--- src/rtl/vsp_cfg.svh ---
// Purpose: Named constants for the valve controller serial host port
// Assumes: 100 MHz system clock
// Notes:   Switch vectors hold pole 1 in bit 0
`ifndef VSP_CFG_SVH
`define VSP_CFG_SVH

`define VSP_SYS_CLK_HZ   100000000
`define VSP_ZERO_HOLD_MS 10

// Baud rates in bits per second
`define VSP_RATE_300     300
`define VSP_RATE_600     600
`define VSP_RATE_1200    1200
`define VSP_RATE_1800    1800
`define VSP_RATE_2400    2400
`define VSP_RATE_4800    4800
`define VSP_RATE_9600    9600

// Baud switch codes, {pole4, pole3, pole2, pole1}
`define VSP_BSW_300      4'h2
`define VSP_BSW_600      4'h9
`define VSP_BSW_1200     4'h4
`define VSP_BSW_1800     4'h5
`define VSP_BSW_2400     4'h8
`define VSP_BSW_4800     4'h6
`define VSP_BSW_9600     4'h7

// Framing switch pole positions
`define VSP_FSW_LEN      0
`define VSP_FSW_ODD      1
`define VSP_FSW_STOP     2
`define VSP_FSW_PAR      3

// Last data bit index for 7 and 8 data bits
`define VSP_LAST_7       3'h6
`define VSP_LAST_8       3'h7
`define VSP_CFG_SETTLE   2'h3
`define VSP_SP_ZERO      12'h000

`endif

--- src/rtl/vsp_pkg.sv ---
// Purpose: Types shared by the serial host port
// Assumes: vsp_cfg.svh constants
// Notes:   None
package vsp_pkg;

   typedef enum logic [2:0] {RX_IDLE, RX_START, RX_DATA, RX_PAR, RX_STOP} vsp_rx_st_t;
   typedef enum logic [2:0] {TX_IDLE, TX_START, TX_DATA, TX_PAR, TX_STOP} vsp_tx_st_t;

   // Override commands from the host-side parser
   typedef enum logic [2:0] {OVR_AUTO, OVR_OPEN, OVR_CLOSE, OVR_HALT, OVR_SOFT, OVR_ZERO,
                             OVR_POSN} vsp_ovr_cmd_t;

   typedef struct packed {
      logic       seven;
      logic       par_en;
      logic       par_odd;
      logic       two_stop;
      logic [3:0] baud;
   } vsp_frame_t;

   typedef struct packed {
      logic [7:0] data;
      logic       par_err;
      logic       frame_err;
   } vsp_rx_byte_t;

   // Interface lines, active low like a grounded pin
   typedef struct packed {
      logic open_n;
      logic close_n;
      logic halt_n;
      logic soft_n;
      logic auto_n;
      logic zero_n;
      logic posn_n;
   } vsp_ovr_t;

endpackage

--- src/rtl/vsp_serial_port.sv ---
// Purpose: Asynchronous serial host port of the valve controller
// Assumes: Single 100 MHz clock; switches only change while unpowered
// Notes:   Command text parsing lives outside; this block moves bytes,
//          latches overrides and selects the active set point
//
// What this block does
// - Ignore received traffic unless mode is remote
// - Default framing 7E1 at 9600 baud
// - Pole 1 closed 7 bits, open 8
// - Pole 4 closed enables parity, pole 2 odd
// - Pole 4 open: no parity, ignore pole 2
// - Pole 3 closed one stop, open two
// - Baud switch codes select seven rates
// - Internal source: set point from serial link
// - External source: set point from analog input
// - Only data lines needed, no handshakes
// - Report values to host on request
// - Accept set point and override commands
`timescale 1ns/1ns
`default_nettype none
`include "vsp_cfg.svh"

module vsp_serial_port
   import vsp_pkg::*;
#(
   parameter int BIT_CYC_300   = `VSP_SYS_CLK_HZ / `VSP_RATE_300,
   parameter int BIT_CYC_600   = `VSP_SYS_CLK_HZ / `VSP_RATE_600,
   parameter int BIT_CYC_1200  = `VSP_SYS_CLK_HZ / `VSP_RATE_1200,
   parameter int BIT_CYC_1800  = `VSP_SYS_CLK_HZ / `VSP_RATE_1800,
   parameter int BIT_CYC_2400  = `VSP_SYS_CLK_HZ / `VSP_RATE_2400,
   parameter int BIT_CYC_4800  = `VSP_SYS_CLK_HZ / `VSP_RATE_4800,
   parameter int BIT_CYC_9600  = `VSP_SYS_CLK_HZ / `VSP_RATE_9600,
   parameter int ZERO_HOLD_CYC = (`VSP_SYS_CLK_HZ / 1000) * `VSP_ZERO_HOLD_MS
)(
   input  wire logic         i_sys_clk,
   input  wire logic         i_resetn,
   input  wire logic         i_rxd,
   output var  logic         o_txd,
   input  wire logic         i_remote_mode,
   input  wire logic [3:0]   i_frame_sw,
   input  wire logic [3:0]   i_baud_sw,
   input  wire logic         i_ext_sp_sel,
   output var  vsp_rx_byte_t o_rx_byte,
   output var  logic         o_rx_valid,
   input  wire logic [7:0]   i_tx_data,
   input  wire logic         i_tx_valid,
   output var  logic         o_tx_ready,
   input  wire logic         i_sp_load,
   input  wire logic [11:0]  i_sp_value,
   input  wire logic [11:0]  i_ext_setpoint,
   output var  logic [11:0]  o_setpoint,
   input  wire logic         i_ovr_valid,
   input  wire vsp_ovr_cmd_t i_ovr_cmd,
   output var  vsp_ovr_t     o_ovr,
   output var  vsp_frame_t   o_frame,
   output var  logic         o_cfg_done
);

   // ------------------------------------------------------------
   // State
   // ------------------------------------------------------------
   typedef struct packed {
      logic         rxd_m;
      logic         rxd_s;
      logic         mode_m;
      logic         mode_s;
      logic [7:0]   sw_m;
      logic [7:0]   sw_s;
      logic         ext_m;
      logic         ext_s;
      logic [1:0]   settle;
      logic         cfg_done;
      vsp_frame_t   frame;
      vsp_rx_st_t   rx_st;
      logic [18:0]  rx_cnt;
      logic [2:0]   rx_idx;
      logic [7:0]   rx_sh;
      logic         rx_perr;
      vsp_rx_byte_t rx_byte;
      logic         rx_valid;
      vsp_tx_st_t   tx_st;
      logic [18:0]  tx_cnt;
      logic [2:0]   tx_idx;
      logic [7:0]   tx_sh;
      logic         tx_stop2;
      logic         tx_ready;
      logic         txd;
      logic [11:0]  link_sp;
      logic [11:0]  setpoint;
      vsp_ovr_t     ovr;
      logic [19:0]  pulse_cnt;
   } vsp_state_t;

   localparam vsp_frame_t FRAME_DFLT = '{seven: 1'b1, par_en: 1'b1, par_odd: 1'b0,
                                         two_stop: 1'b0, baud: `VSP_BSW_9600};
   localparam vsp_state_t ST_RST = '{
      rxd_m: 1'b1, rxd_s: 1'b1, mode_m: 1'b0, mode_s: 1'b0,
      sw_m: 8'h00, sw_s: 8'h00, ext_m: 1'b0, ext_s: 1'b0,
      settle: 2'h0, cfg_done: 1'b0, frame: FRAME_DFLT,
      rx_st: RX_IDLE, rx_cnt: 19'h00000, rx_idx: 3'h0, rx_sh: 8'h00, rx_perr: 1'b0,
      rx_byte: '{data: 8'h00, par_err: 1'b0, frame_err: 1'b0}, rx_valid: 1'b0,
      tx_st: TX_IDLE, tx_cnt: 19'h00000, tx_idx: 3'h0, tx_sh: 8'h00, tx_stop2: 1'b0,
      tx_ready: 1'b0, txd: 1'b1, link_sp: `VSP_SP_ZERO, setpoint: `VSP_SP_ZERO,
      ovr: 7'h7F, pulse_cnt: 20'h00000};

   vsp_state_t s;
   vsp_state_t next_s;

   // ------------------------------------------------------------
   // Helpers
   // ------------------------------------------------------------
   // Bit period less one; reserved codes run at 9600
   function automatic logic [18:0] bit_cycles(input logic [3:0] code);
      unique case (code)
         `VSP_BSW_300:  bit_cycles = 19'(BIT_CYC_300 - 1);
         `VSP_BSW_600:  bit_cycles = 19'(BIT_CYC_600 - 1);
         `VSP_BSW_1200: bit_cycles = 19'(BIT_CYC_1200 - 1);
         `VSP_BSW_1800: bit_cycles = 19'(BIT_CYC_1800 - 1);
         `VSP_BSW_2400: bit_cycles = 19'(BIT_CYC_2400 - 1);
         `VSP_BSW_4800: bit_cycles = 19'(BIT_CYC_4800 - 1);
         default:       bit_cycles = 19'(BIT_CYC_9600 - 1);
      endcase
   endfunction

   // Parity bit over the active data bits
   function automatic logic par_bit(input vsp_frame_t f, input logic [7:0] d);
      logic [7:0] m;
      m = f.seven ? {1'b0, d[6:0]} : d;
      par_bit = (^m) ^ f.par_odd;
   endfunction

   function automatic logic [2:0] last_idx(input vsp_frame_t f);
      last_idx = f.seven ? `VSP_LAST_7 : `VSP_LAST_8;
   endfunction

   // ------------------------------------------------------------
   // Next state
   // ------------------------------------------------------------
   always_comb
   begin
      next_s = s;
      // Two-stage synchronisers for pins and switches
      next_s.rxd_m  = i_rxd;
      next_s.rxd_s  = s.rxd_m;
      next_s.mode_m = i_remote_mode;
      next_s.mode_s = s.mode_m;
      next_s.sw_m   = {i_frame_sw, i_baud_sw};
      next_s.sw_s   = s.sw_m;
      next_s.ext_m  = i_ext_sp_sel;
      next_s.ext_s  = s.ext_m;
      next_s.rx_valid = 1'b0;

      // One capture after reset, once the synchronisers have filled
      if (!s.cfg_done)
      begin
         if (s.settle == `VSP_CFG_SETTLE)
         begin
            next_s.cfg_done       = 1'b1;
            next_s.frame.seven    = s.sw_s[4 + `VSP_FSW_LEN];
            next_s.frame.par_en   = s.sw_s[4 + `VSP_FSW_PAR];
            next_s.frame.par_odd  = s.sw_s[4 + `VSP_FSW_PAR] & s.sw_s[4 + `VSP_FSW_ODD];
            next_s.frame.two_stop = !s.sw_s[4 + `VSP_FSW_STOP];
            next_s.frame.baud     = s.sw_s[3:0];
         end
         else
         begin
            next_s.settle = s.settle + 2'h1;
         end
      end

      // Receiver: samples mid-bit, data and ground lines only
      unique case (s.rx_st)
         RX_IDLE:
         begin
            if (s.cfg_done && !s.rxd_s)
            begin
               next_s.rx_st  = RX_START;
               next_s.rx_cnt = bit_cycles(s.frame.baud) >> 1;
            end
         end
         RX_START:
         begin
            if (s.rx_cnt != 19'h00000)
               next_s.rx_cnt = s.rx_cnt - 19'h00001;
            else if (s.rxd_s)
               next_s.rx_st = RX_IDLE; // Glitch, not a start bit
            else
            begin
               next_s.rx_st  = RX_DATA;
               next_s.rx_cnt = bit_cycles(s.frame.baud);
               next_s.rx_idx = 3'h0;
               next_s.rx_sh  = 8'h00;
               next_s.rx_perr = 1'b0;
            end
         end
         RX_DATA:
         begin
            if (s.rx_cnt != 19'h00000)
               next_s.rx_cnt = s.rx_cnt - 19'h00001;
            else
            begin
               next_s.rx_sh[s.rx_idx] = s.rxd_s;
               next_s.rx_idx = s.rx_idx + 3'h1;
               next_s.rx_cnt = bit_cycles(s.frame.baud);
               if (s.rx_idx == last_idx(s.frame))
                  next_s.rx_st = s.frame.par_en ? RX_PAR : RX_STOP;
            end
         end
         RX_PAR:
         begin
            if (s.rx_cnt != 19'h00000)
               next_s.rx_cnt = s.rx_cnt - 19'h00001;
            else
            begin
               next_s.rx_perr = s.rxd_s != par_bit(s.frame, s.rx_sh);
               next_s.rx_cnt  = bit_cycles(s.frame.baud);
               next_s.rx_st   = RX_STOP;
            end
         end
         RX_STOP:
         begin
            if (s.rx_cnt != 19'h00000)
               next_s.rx_cnt = s.rx_cnt - 19'h00001;
            else
            begin
               // Only the first stop bit is checked, so 2-stop hosts also pass
               next_s.rx_st = RX_IDLE;
               if (s.mode_s)
               begin
                  next_s.rx_valid          = 1'b1;
                  next_s.rx_byte.data      = s.rx_sh;
                  next_s.rx_byte.par_err   = s.rx_perr;
                  next_s.rx_byte.frame_err = !s.rxd_s;
               end
            end
         end
      endcase

      // Transmitter for replies
      unique case (s.tx_st)
         TX_IDLE:
         begin
            next_s.tx_ready = s.cfg_done;
            if (s.tx_ready && i_tx_valid)
            begin
               next_s.tx_ready = 1'b0;
               next_s.tx_sh    = i_tx_data;
               next_s.txd      = 1'b0;
               next_s.tx_cnt   = bit_cycles(s.frame.baud);
               next_s.tx_st    = TX_START;
            end
         end
         TX_START:
         begin
            if (s.tx_cnt != 19'h00000)
               next_s.tx_cnt = s.tx_cnt - 19'h00001;
            else
            begin
               next_s.txd    = s.tx_sh[0];
               next_s.tx_idx = 3'h0;
               next_s.tx_cnt = bit_cycles(s.frame.baud);
               next_s.tx_st  = TX_DATA;
            end
         end
         TX_DATA:
         begin
            if (s.tx_cnt != 19'h00000)
               next_s.tx_cnt = s.tx_cnt - 19'h00001;
            else
            begin
               next_s.tx_cnt = bit_cycles(s.frame.baud);
               if (s.tx_idx == last_idx(s.frame))
               begin
                  next_s.tx_stop2 = s.frame.two_stop;
                  if (s.frame.par_en)
                  begin
                     next_s.txd   = par_bit(s.frame, s.tx_sh);
                     next_s.tx_st = TX_PAR;
                  end
                  else
                  begin
                     next_s.txd   = 1'b1;
                     next_s.tx_st = TX_STOP;
                  end
               end
               else
               begin
                  next_s.tx_idx = s.tx_idx + 3'h1;
                  next_s.txd    = s.tx_sh[s.tx_idx + 3'h1];
               end
            end
         end
         TX_PAR:
         begin
            if (s.tx_cnt != 19'h00000)
               next_s.tx_cnt = s.tx_cnt - 19'h00001;
            else
            begin
               next_s.txd    = 1'b1;
               next_s.tx_cnt = bit_cycles(s.frame.baud);
               next_s.tx_st  = TX_STOP;
            end
         end
         TX_STOP:
         begin
            if (s.tx_cnt != 19'h00000)
               next_s.tx_cnt = s.tx_cnt - 19'h00001;
            else if (s.tx_stop2)
            begin
               next_s.tx_stop2 = 1'b0;
               next_s.tx_cnt   = bit_cycles(s.frame.baud);
            end
            else
               next_s.tx_st = TX_IDLE;
         end
      endcase

      // Momentary lines stay low for the zero hold time
      if (s.pulse_cnt != 20'h00000)
         next_s.pulse_cnt = s.pulse_cnt - 20'h00001;
      else
      begin
         next_s.ovr.soft_n = 1'b1;
         next_s.ovr.auto_n = 1'b1;
         next_s.ovr.zero_n = 1'b1;
      end

      // Valve commands latch until auto, position or another valve command
      if (i_ovr_valid && s.mode_s)
      begin
         unique case (i_ovr_cmd)
            OVR_OPEN, OVR_CLOSE, OVR_HALT, OVR_POSN:
            begin
               next_s.ovr.open_n  = i_ovr_cmd != OVR_OPEN;
               next_s.ovr.close_n = i_ovr_cmd != OVR_CLOSE;
               next_s.ovr.halt_n  = i_ovr_cmd != OVR_HALT;
               next_s.ovr.posn_n  = i_ovr_cmd != OVR_POSN;
            end
            OVR_AUTO:
            begin
               next_s.ovr        = 7'h7F;
               next_s.ovr.auto_n = 1'b0;
               next_s.pulse_cnt  = 20'(ZERO_HOLD_CYC - 1);
            end
            OVR_SOFT:
            begin
               next_s.ovr.soft_n = 1'b0;
               next_s.pulse_cnt  = 20'(ZERO_HOLD_CYC - 1);
            end
            OVR_ZERO:
            begin
               next_s.ovr.zero_n = 1'b0;
               next_s.pulse_cnt  = 20'(ZERO_HOLD_CYC - 1);
            end
            default:
            begin
               next_s.ovr = s.ovr;
            end
         endcase
      end

      // Active set point
      if (i_sp_load && s.mode_s)
         next_s.link_sp = i_sp_value;
      next_s.setpoint = s.ext_s ? i_ext_setpoint : s.link_sp;
   end

   always_ff @(posedge i_sys_clk or negedge i_resetn)
   begin
      if (!i_resetn)
         s <= ST_RST;
      else
         s <= next_s;
   end

   // ------------------------------------------------------------
   // Outputs
   // ------------------------------------------------------------
   assign o_txd      = s.txd;
   assign o_rx_byte  = s.rx_byte;
   assign o_rx_valid = s.rx_valid;
   assign o_tx_ready = s.tx_ready;
   assign o_setpoint = s.setpoint;
   assign o_ovr      = s.ovr;
   assign o_frame    = s.frame;
   assign o_cfg_done = s.cfg_done;

endmodule // vsp_serial_port

`default_nettype wire

--- config.mk ---
export PLATFORM = sky130hd
export DESIGN_NAME = vsp_serial_port
export DESIGN_NICKNAME = d
export VERILOG_FILES = /design/src/rtl/vsp_pkg.sv /design/src/rtl/vsp_serial_port.sv
export VERILOG_INCLUDE_DIRS = /design/src /design/src/rtl
export SDC_FILE = /design/constraint.sdc
export NUM_CORES = 1
export LEC_CHECK = 0
export BUFFER_PORTS_ARGS = -buffer_cell sky130_fd_sc_hd__buf_2
export CAP_MARGIN = 40
export CORE_MARGIN = 2
export CORE_UTILIZATION = 30
export DETAILED_ROUTE_END_ITERATION = 6
export PLACE_DENSITY = 0.53
export SYNTH_ARGS = -nofsm -noshare
export SYNTH_HDL_FRONTEND = slang
export SYNTH_SLANG_ARGS = --single-unit
--- constraint.sdc ---
create_clock -name i_sys_clk -period 4.2 [get_ports i_sys_clk]
set_clock_uncertainty 0.1 [all_clocks]
set_input_delay 0.42 -clock i_sys_clk [delete_from_list [all_inputs] [get_ports i_sys_clk]]
set_output_delay 0.42 -clock i_sys_clk [all_outputs]
set_load 0.02 [all_outputs]
==> flow_metrics.env, run 1 <==
export IMPL_status="finished clean"
export IMPL_io_buffer_count=91
export IMPL_yosysUniqueCellTypes=74
export IMPL_dieArea_mm2=0.0305
export IMPL_p_per_area_mw_per_mm2=441
export IMPL_vias_per_cell=5.00
export IMPL_drc=0
export IMPL_synthAdderAreaFrac_pct=1.29
export IMPL_synth_edf_count=0
export IMPL_ir_drop_mv=0.286
export IMPL_rrSetupSlack_ns=1.17
export IMPL_holdCritPathClass="input pin to register"
export IMPL_synthesis_area_mm2=0.00874
export IMPL_dr_total_vias=6634
export IMPL_worstReg2RegEnd="s[120]"
export IMPL_diodes=0
export IMPL_grt_setup_unrepaired="no"
export IMPL_placed_cell_area_mm2=0.00934
export IMPL_leakage_uw=0.00413
export IMPL_arrival_ns=3.25
export IMPL_post_cts_buffers=0
export IMPL_core_area_mm2=0.0287
export IMPL_h_tree_depth=4
export IMPL_fin_ws_ns=1.17
export IMPL_hold_viol=0
export IMPL_synth_fp_nets=933
export IMPL_synth_compound_area_share_pct=15.3
export IMPL_track_usage_pct=14.1
export IMPL_gp_congestion=0.805
export IMPL_ys_seq_area_share_pct=47.4
export IMPL_drive_gt1_share_pct=23.8
export IMPL_fmax_mhz=330
export IMPL_pre_cts_ws_ns=1.23
export IMPL_synth_top_family_by_area="simple AND/OR/NAND/NOR gates"
export IMPL_firstDrtPassIters=5
export IMPL_period_needed_ns=3.03
export IMPL_insertion_delay_ns=0.44
export IMPL_dieHeight_um=175
export IMPL_worst_ep_required_time_ns=4.42
export IMPL_clk_path_buf_depth=2
export IMPL_start_kind="register"
export IMPL_crit_start="s[117]"
export IMPL_r2r_start="s[117]"
export IMPL_critPathKind="register to register"
export IMPL_final_cell_area_mm2=0.0101
export IMPL_tightest_slew_ns=0.857
export IMPL_start_util_pct=30.5
export IMPL_io_pins=92
export IMPL_max_slew_margin_rel_pct=42.7
export IMPL_die_w_um=175
export IMPL_syn_inst=873
export IMPL_cts_reportedPaths_clkPinSlew_ns=0.07
export IMPL_antenna_found_initial=1
export IMPL_num_rows=62
export IMPL_initialDrtViolationCount=503
export IMPL_avgSynthCellArea_um2=10.0
export IMPL_final_common_cell="dfrtp_1"
export IMPL_dp_hpwl_mm=14.5
export IMPL_cp_end_kind="register"
export IMPL_cts_tree="built"
export IMPL_wl_per_cell_um=15.6
export IMPL_cts_sinks=165
export IMPL_fin_setup_tns_ns=0
export IMPL_setup_viol=0
export IMPL_gr_total_overflow=0
export IMPL_nets=989
export IMPL_cts_made_buffers=17
export IMPL_final_cell_mix="dfrtp_1, buf_2, nor2_1"
export IMPL_async_reset_ff_share_pct=100
export IMPL_grt_pass1_vias=6569
export IMPL_cp_endpoint="s[120]"
export IMPL_slew_viol_final=0
export IMPL_cp_max_fo=22
export IMPL_ant_nets=0
export IMPL_ys_flop_type="dfrtp_1"
export IMPL_cts_root_buf="clkbuf_16"
export IMPL_yosys_warnings=0
export IMPL_yosys_area_share_simple_pct=18.1
export IMPL_area_delta_synth_final_pct=15.2
export IMPL_drt_wl_total_mm=20.7
export IMPL_muxShareOfSynthArea_pct=7.51
export IMPL_fillCellCount=2957
export IMPL_drv_cap=0
export IMPL_yosys_area_share_xor_xnor_pct=4.31
export IMPL_grt_pass1_wl_mm=34.5
export IMPL_worst_r2r_path_depth=7
export IMPL_finalCritPeriodShare_pct=72.1
export IMPL_grt_max_degree=86
export IMPL_ys_ff_latch=165
synthesized netlist by cell type, types with 7 or more instances:
| cell type | number | area share (%) |
|---|---|---|
| nor3_1 | 28 | 1.6 |
| o31ai_1 | 12 | 1.0 |
| o21ai_1 | 19 | 1.1 |
| or3_1 | 14 | 1.0 |
| xor2_1 | 12 | 1.2 |
| clkbuf_1 | 30 | 1.3 |
| o22ai_1 | 7 | 0.50 |
| buf_4 | 38 | 3.3 |
| nor2_1 | 65 | 2.8 |
| o21ai_0 | 62 | 3.5 |
| nand3_1 | 25 | 1.4 |
| mux2_2 | 49 | 6.3 |
| inv_1 | 18 | 0.77 |
| a31oi_1 | 9 | 0.64 |
| nor4_1 | 15 | 1.1 |
| nand3b_1 | 7 | 0.60 |
| a21oi_1 | 42 | 2.4 |
| nand2b_1 | 16 | 1.1 |
| nand2_1 | 61 | 2.6 |
| a22o_1 | 13 | 1.3 |
| dfstp_2 | 15 | 4.5 |
| ha_1 | 9 | 1.3 |
| xnor2_1 | 31 | 3.1 |
| nor2b_1 | 14 | 1.0 |
| dfrtp_1 | 150 | 43 |
how the worst min path moves through the flow:
stage	startpoint	end	slack, ns	cells after the start
global placement	next_s[161]	s[161]	0.23	0
finish	i_ext_setpoint[9]	o_setpoint[9]	0.11	2
global route	i_tx_data[2]	s[56]	0.09	2
CTS	i_ext_setpoint[9]	o_setpoint[9]	0.09	2
floorplan	i_resetn	next_s[143]	0.02	0
detailed placement	next_s[143]	s[143]	0.23	0
flip-flops by register name (all words and copies together) (netlist names):
signal	flops
next_s	11
o_cfg_done	1
o_frame	8
o_ovr	7
o_rx_byte	10
o_rx_valid	1
o_setpoint	12
o_tx_ready	1
o_txd	1
s	113
metrics by stage:
stage / total power (uW) / cells / utilization [%] / hold slack (ns)
floorplan: 2600 / 873 / - / 0.0244
global placement: 2800 / 1280 / 32.5 / 0.232
detailed placement: 2810 / 1282 / 32.5 / 0.235
CTS: 4500 / 1326 / 35.1 / 0.0881
global route: 4680 / 1326 / 35.1 / 0.0929
finish: 4440 / 1326 / 35.1 / 0.109
cell families after synthesis:
group / after synthesis
muxes: 57
buffers and inverters: 95
xor gates and xnor gates: 43
and+or+nand+nor: 292
DFF: 165
adders and majority gates: 9
AOI/OAI and AO/OA: 212
worst max-delay path, stage by stage (launching register included):
cell	delay, ns
dfrtp_1	0.44
nor3_1	0.48
nand2_1	0.41
or4_1	0.65
o41ai_4	0.18
buf_4	0.38
a21oi_1	0.06
a22o_1	0.20
cell type report:
class / count / area [um^2] / area share, %
multi-input cells: 613 / 4090 / 40.6
flip-flops and latches: 165 / 4150 / 41.2
clock inverters: 15 / 188 / 1.86
clock buffers: 17 / 425 / 4.22
inverters: 18 / 67.6 / 0.671
well taps: 384 / 480 / 4.77
repair buffers: 114 / 678 / 6.73
layer usage:
layer	part of all wire (%)	GRT usage (%)
met5	0.063	0
met4	1.1	4.20
met3	4.9	3.48
met2	46	22.1
met1	48	19.4
where the power goes:
part           switching [uW]  leakage, uW  internal [uW]
combinational             406      0.00182            338
clock                     699     0.000304            951
sequential                237      0.00200           1810
what timing repair did:
item / 4_1_cts / 5_1_grt
endpoints found under the hold margin: 85 / 0
resized for setup: 0 / 0
hold buffers: 12 / 0
Note: power is estimated with default switching activity, not from simulation.
==> run 2: changes to the inputs <==
clock period = 3.1 ns   (was 4.2 ns; I/O delays follow)
==> run 2 against run 1 <==
  * The run now ends with design-rule violations left
  * Utilization increased by 1.4 points
  * Power rose by 36%
  * Hold slack got worse by 0.091 ns
  * Highest routed layer is now met4
==> flow_metrics.env, run 2 (synthesized netlist as in run 1, its figures left out) <==
export IMPL_status="complete, but fails checks"
export IMPL_violations="design-rule violations"
export IMPL_fin_ws_ns=0.362
export IMPL_max_slew_margin_rel_pct=43.2
export IMPL_gp_congestion=0.850
export IMPL_gr_total_overflow=0
export IMPL_p_clk_share_pct=36.1
export IMPL_ant_nets=0
export IMPL_slew_viol_final=0
export IMPL_cp_end_kind="register"
export IMPL_hold_buffers=40
export IMPL_wl_per_cell_um=15.4
export IMPL_cts_root_buf="clkbuf_16"
export IMPL_cell_internal_pwr_uw=4200
export IMPL_cts_sinks=165
export IMPL_pwr_share_seq_pct=45.9
export IMPL_firstDrtPassIters=7
export IMPL_antenna_found_initial=0
export IMPL_fin_setup_tns_ns=0
export IMPL_post_cts_buffers=0
export IMPL_insertion_delay_ns=0.44
export IMPL_tightest_slew_ns=0.848
export IMPL_area_delta_synth_final_pct=20.0
export IMPL_ir_drop_mv=0.431
export IMPL_grt_max_degree=83
export IMPL_largest_register_ffs=113
export IMPL_setup_viol=0
export IMPL_nets=1033
export IMPL_fmax_mhz=365
export IMPL_drv_cap=0
export IMPL_cts_made_buffers=17
export IMPL_worst_ep_required_time_ns=3.36
export IMPL_cts_reportedPaths_clkPinSlew_ns=0.07
export IMPL_start_util_pct=30.5
export IMPL_grt_setup_unrepaired="no"
export IMPL_dp_hpwl_mm=14.6
export IMPL_hold_viol=0
export IMPL_final_cell_mix="dfrtp_1, buf_2, nor2_1"
export IMPL_die_w_um=175
export IMPL_arrival_ns=2.99
export IMPL_final_common_cell="dfrtp_1"
export IMPL_cp_max_fo=6
export IMPL_p_per_area_mw_per_mm2=577
export IMPL_drc=1
export IMPL_diodes=0
export IMPL_initialDrtViolationCount=590
export IMPL_holdCritPathClass="input pin to register"
export IMPL_dieHeight_um=175
export IMPL_cts_tree="built"
export IMPL_drt_wl_total_mm=21.2
export IMPL_leakage_uw=0.00432
export IMPL_top_register="s"
export IMPL_clk_path_buf_depth=2
export IMPL_grt_pass1_vias=6582
export IMPL_vias_per_cell=4.96
export IMPL_p_comb_share_pct=18.0
export IMPL_num_rows=62
export IMPL_h_tree_depth=4
export IMPL_io_pins=92
export IMPL_p_switching_uw=1850
export IMPL_dieArea_mm2=0.0305
export IMPL_track_usage_pct=14.3
export IMPL_drive_gt1_share_pct=24.2
export IMPL_start_kind="register"
export IMPL_grt_pass1_wl_mm=34.9
export IMPL_critPathKind="register to register"
export IMPL_io_buffer_count=91
export IMPL_finalCritPeriodShare_pct=88.3
export IMPL_core_area_mm2=0.0287
export IMPL_dr_total_vias=6797
export IMPL_pre_cts_ws_ns=0.444
export IMPL_p_sw_share_pct=30.6
export IMPL_post_cts_resized=0
export IMPL_period_needed_ns=2.74
==> run 2: worst max-delay path, stage by stage (launching register included) <==
cell and delay [ns]:
dfrtp_1 0.43, inv_1 0.10, ha_1 0.22, or4b_1 0.47, nor4_1 0.33, or3b_1 0.46
nor4_1 0.30, a2111oi_0 0.10, a21oi_1 0.15
==> run 2: power by group through the flow <==
stage               clock network [uW]  logic (uW)  registers (uW)
finish                            2190        1090            2770
global route                      2360        1220            2820
detailed placement                   0        1060            2800
global placement                     0        1050            2800
floorplan                            0         832            2700
CTS                               2260        1100            2770
==> run 2: stage by stage <==
step	hold slack, ns	util, %	instance area (um^2)	std cells	power, uW
2_1_floorplan	-0.0856	-	8740	873	3530
3_3_place_gp	0.232	33.0	9470	1297	3850
3_5_place_dp	0.237	33.0	9490	1298	3860
4_1_cts	0.00393	36.5	10500	1370	6130
5_1_grt	0.00551	36.5	10500	1370	6400
6_report	0.0176	36.5	10500	1370	6050
==> run 2: worst paths after layout <==
check | startpoint | slack (ns) | cells past startpoint | endpoint
max in group asynchronous | i_resetn | 1.69 | 3 | o_ovr[0]
setup reg to reg | s[110] | 0.36 | 8 | s[129]
hold reg to reg | next_s[143] | 0.25 | 0 | s[143]
setup / recovery | s[110] | 0.36 | 8 | s[129]
min in group asynchronous | i_resetn | 0.42 | 2 | o_rx_byte[6]
hold / removal | i_sp_value[5] | 0.02 | 2 | s[44]
==> run 2: final cells by class <==
type                    count  area, um^2
multi-input cells         613        4080
clock inverters            14         164
inverters                  18        67.6
clock buffers              18         439
well taps                 384         480
repair buffers            158        1110
flip-flops and latches    165        4150
fillers                  2913       18200
==> run 2: metal layers <==
layer	global-route usage [%]	vias to the layer above	share of wire [%]
met5	0	-	0
met4	3.78	0	1.3
met3	3.22	17	4.3
met2	22.5	150	46
met1	19.8	3311	48
li1	-	3319	-
==> run 3: changes to the inputs <==
CORE_ASPECT_RATIO = 2   (was unset)
RECOVER_POWER = 50   (was unset)
==> run 3 against run 2 <==
  * Flip-flop and latch count did not move
  * Global-route usage grew 1.3 points
  * Largest power group unchanged
  * Largest cell class unchanged
  * First-iteration DRC count is 53% lower
  * The flow now finishes without violations
  * Sequential share of layout area up 0.29 points
  * Hold slack got worse by 0.0010 ns
  * Critical path type unchanged
  * Clock power is essentially flat
  * Clock-buffer cell count grew 1
  * Via count up 2.1%
  * Non-clock buffer count increased by 2
  * Wire length increased by 11%
==> flow_metrics.env, run 3 (synthesized netlist as in run 1, its figures left out) <==
export IMPL_topRoutingLayerUsed="met4"
export IMPL_p_per_area_mw_per_mm2=587
export IMPL_start_util_pct=30.4
export IMPL_leakage_uw=0.00431
export IMPL_cts_reportedPaths_clkPinSlew_ns=0.07
export IMPL_cts_tree="built"
export IMPL_grt_pass1_vias=7275
export IMPL_routed_wl_met3_um=726
export IMPL_track_usage_pct=15.6
export IMPL_worst_ep_required_time_ns=3.32
export IMPL_power_uw=6120
export IMPL_start_kind="register"
export IMPL_antenna_found_initial=0
export IMPL_arrival_ns=2.85
export IMPL_grt_setup_unrepaired="no"
export IMPL_cts_root_buf="clkbuf_16"
export IMPL_tightest_slew_ns=1.39
export IMPL_holdCritPathClass="input pin to register"
export IMPL_cp_max_fo=6
export IMPL_top_register="s"
export IMPL_final_seq_area_mm2=0.00415
export IMPL_cp_top_family="simple AND/OR/NAND/NOR gates"
export IMPL_gp_congestion=0.933
export IMPL_cp_end_kind="register"
export IMPL_period_needed_ns=2.64
export IMPL_status="finished clean"
export IMPL_final_common_cell="dfrtp_1"
export IMPL_insertion_delay_ns=0.44
export IMPL_pwr_share_seq_pct=45.8
export IMPL_io_pins=92
export IMPL_multi_input_area_mm2=0.00408
export IMPL_initialDrtViolationCount=276
export IMPL_finalCritPeriodShare_pct=85.0
export IMPL_dr_total_vias=6943
export IMPL_clk_path_buf_depth=2
export IMPL_drive_gt1_share_pct=24.7
export IMPL_max_slew_margin_rel_pct=7.30
export IMPL_finish_utilization_pct=36.2
export IMPL_grt_pass1_wl_mm=37.9
export IMPL_core_area_mm2=0.0287
export IMPL_h_tree_depth=4
export IMPL_diodes=0
export IMPL_die_w_um=125
export IMPL_dp_hpwl_mm=17.8
export IMPL_cts_made_buffers=17
export IMPL_fmax_mhz=379
export IMPL_setup_viol=0
export IMPL_cell_internal_pwr_uw=4250
export IMPL_final_cell_mix="dfrtp_1, buf_2, nor2_1"
export IMPL_fin_setup_tns_ns=0
export IMPL_dieHeight_um=245
export IMPL_dr_wl_met2_mm=12.9
export IMPL_crit_start="s[110]"
export IMPL_ir_drop_mv=0.498
export IMPL_drc=0
export IMPL_hold_viol=0
export IMPL_ant_nets=0
export IMPL_post_cts_resized=0
export IMPL_num_rows=88
export IMPL_wl_met1_mm=8.20
export IMPL_p_switching_uw=1870
export IMPL_p_sw_share_pct=30.5
export IMPL_firstDrtPassIters=5
export IMPL_p_comb_share_pct=18.1
export IMPL_critPathKind="register to register"
export IMPL_fillCellCount=2886
export IMPL_nets=1035
export IMPL_gr_total_overflow=0
export IMPL_cts_sinks=165
export IMPL_vias_per_cell=5.15
export IMPL_area_delta_synth_final_pct=19.1
export IMPL_dieArea_mm2=0.0306
export IMPL_r2r_start="s[110]"
export IMPL_path_buf_inv=1
export IMPL_wl_per_cell_um=17.4
export IMPL_drt_wl_total_mm=23.5
export IMPL_hold_ws_ns=0.0166
export IMPL_hold_path_startpoint="i_ext_setpoint[9]"
export IMPL_path_cells="inv_1, ha_1, or4b_1, nor4_1, or3b_1, o31ai_1, a21oi_1, o22a_1"
export IMPL_p_clk_share_pct=36.1
export IMPL_largest_register_ffs=113
export IMPL_drv_cap=0
export IMPL_slowest_stage="or3b_1"
export IMPL_slew_viol_final=0
export IMPL_slowest_delay_ns=0.47
export IMPL_io_buffer_count=91
export IMPL_grt_max_degree=72
[run 3: changes by cell type in the layout (fill, tap and decap cells not counted), sizes merged]
cell         delta
buf             +6
bufinv          +1
clkbuf          +6
clkinv          +2
dlygate4sd3     -9
inv             -4
[run 3: per-layer routing]
metal | GRT usage (%) | vias up
met5 | 0 | -
met4 | 11.9 | 0
met3 | 2.26 | 67
met2 | 29.2 | 177
met1 | 15.2 | 3375
li1 | - | 3324
[run 3: cell type report]
type / instances / share of cell area, %
clock buffer: 19 / 4.16
clock inverter: 13 / 1.67
inverter: 18 / 0.649
multi-input combinational: 613 / 39.2
sequential: 165 / 39.8
tap: 360 / 4.33
timing repair buffer: 160 / 10.2
[run 3: worst paths after layout]
| check | depth (start not counted) | end | slack [ns] |
|---|---|---|---|
| worst min register to register | 0 | s[152] | 0.25 |
| worst max-delay path | 8 | s[128] | 0.46 |
| worst min-delay path | 2 | o_setpoint[9] | 0.02 |
| worst max register to register | 8 | s[128] | 0.46 |
| min in group asynchronous | 2 | s[47] | 0.61 |
| max in group asynchronous | 3 | s[79] | 0.73 |
[run 3: power groups by stage]
stage | combinational, uW | clock, uW | sequential, uW
floorplan | 832 | 0 | 2700
global placement | 1070 | 0 | 2820
detailed placement | 1080 | 0 | 2830
CTS | 1120 | 2260 | 2800
global route | 1230 | 2360 | 2840
finish | 1110 | 2210 | 2800
[run 3: repair_timing]
item                                   CTS  global route
endpoints found under the hold margin   78             0
hold buffers                            31             0
buffers inserted                         0             0
[run 3: stage by stage]
stage,setup WS (ns),instances,area (um^2)
3_5_place_dp,0.483,1285,9510
4_1_cts,0.482,1348,10400
6_report,0.465,1348,10400
5_1_grt,0.329,1348,10400
2_1_floorplan,0.625,873,8740
3_3_place_gp,0.527,1284,9500
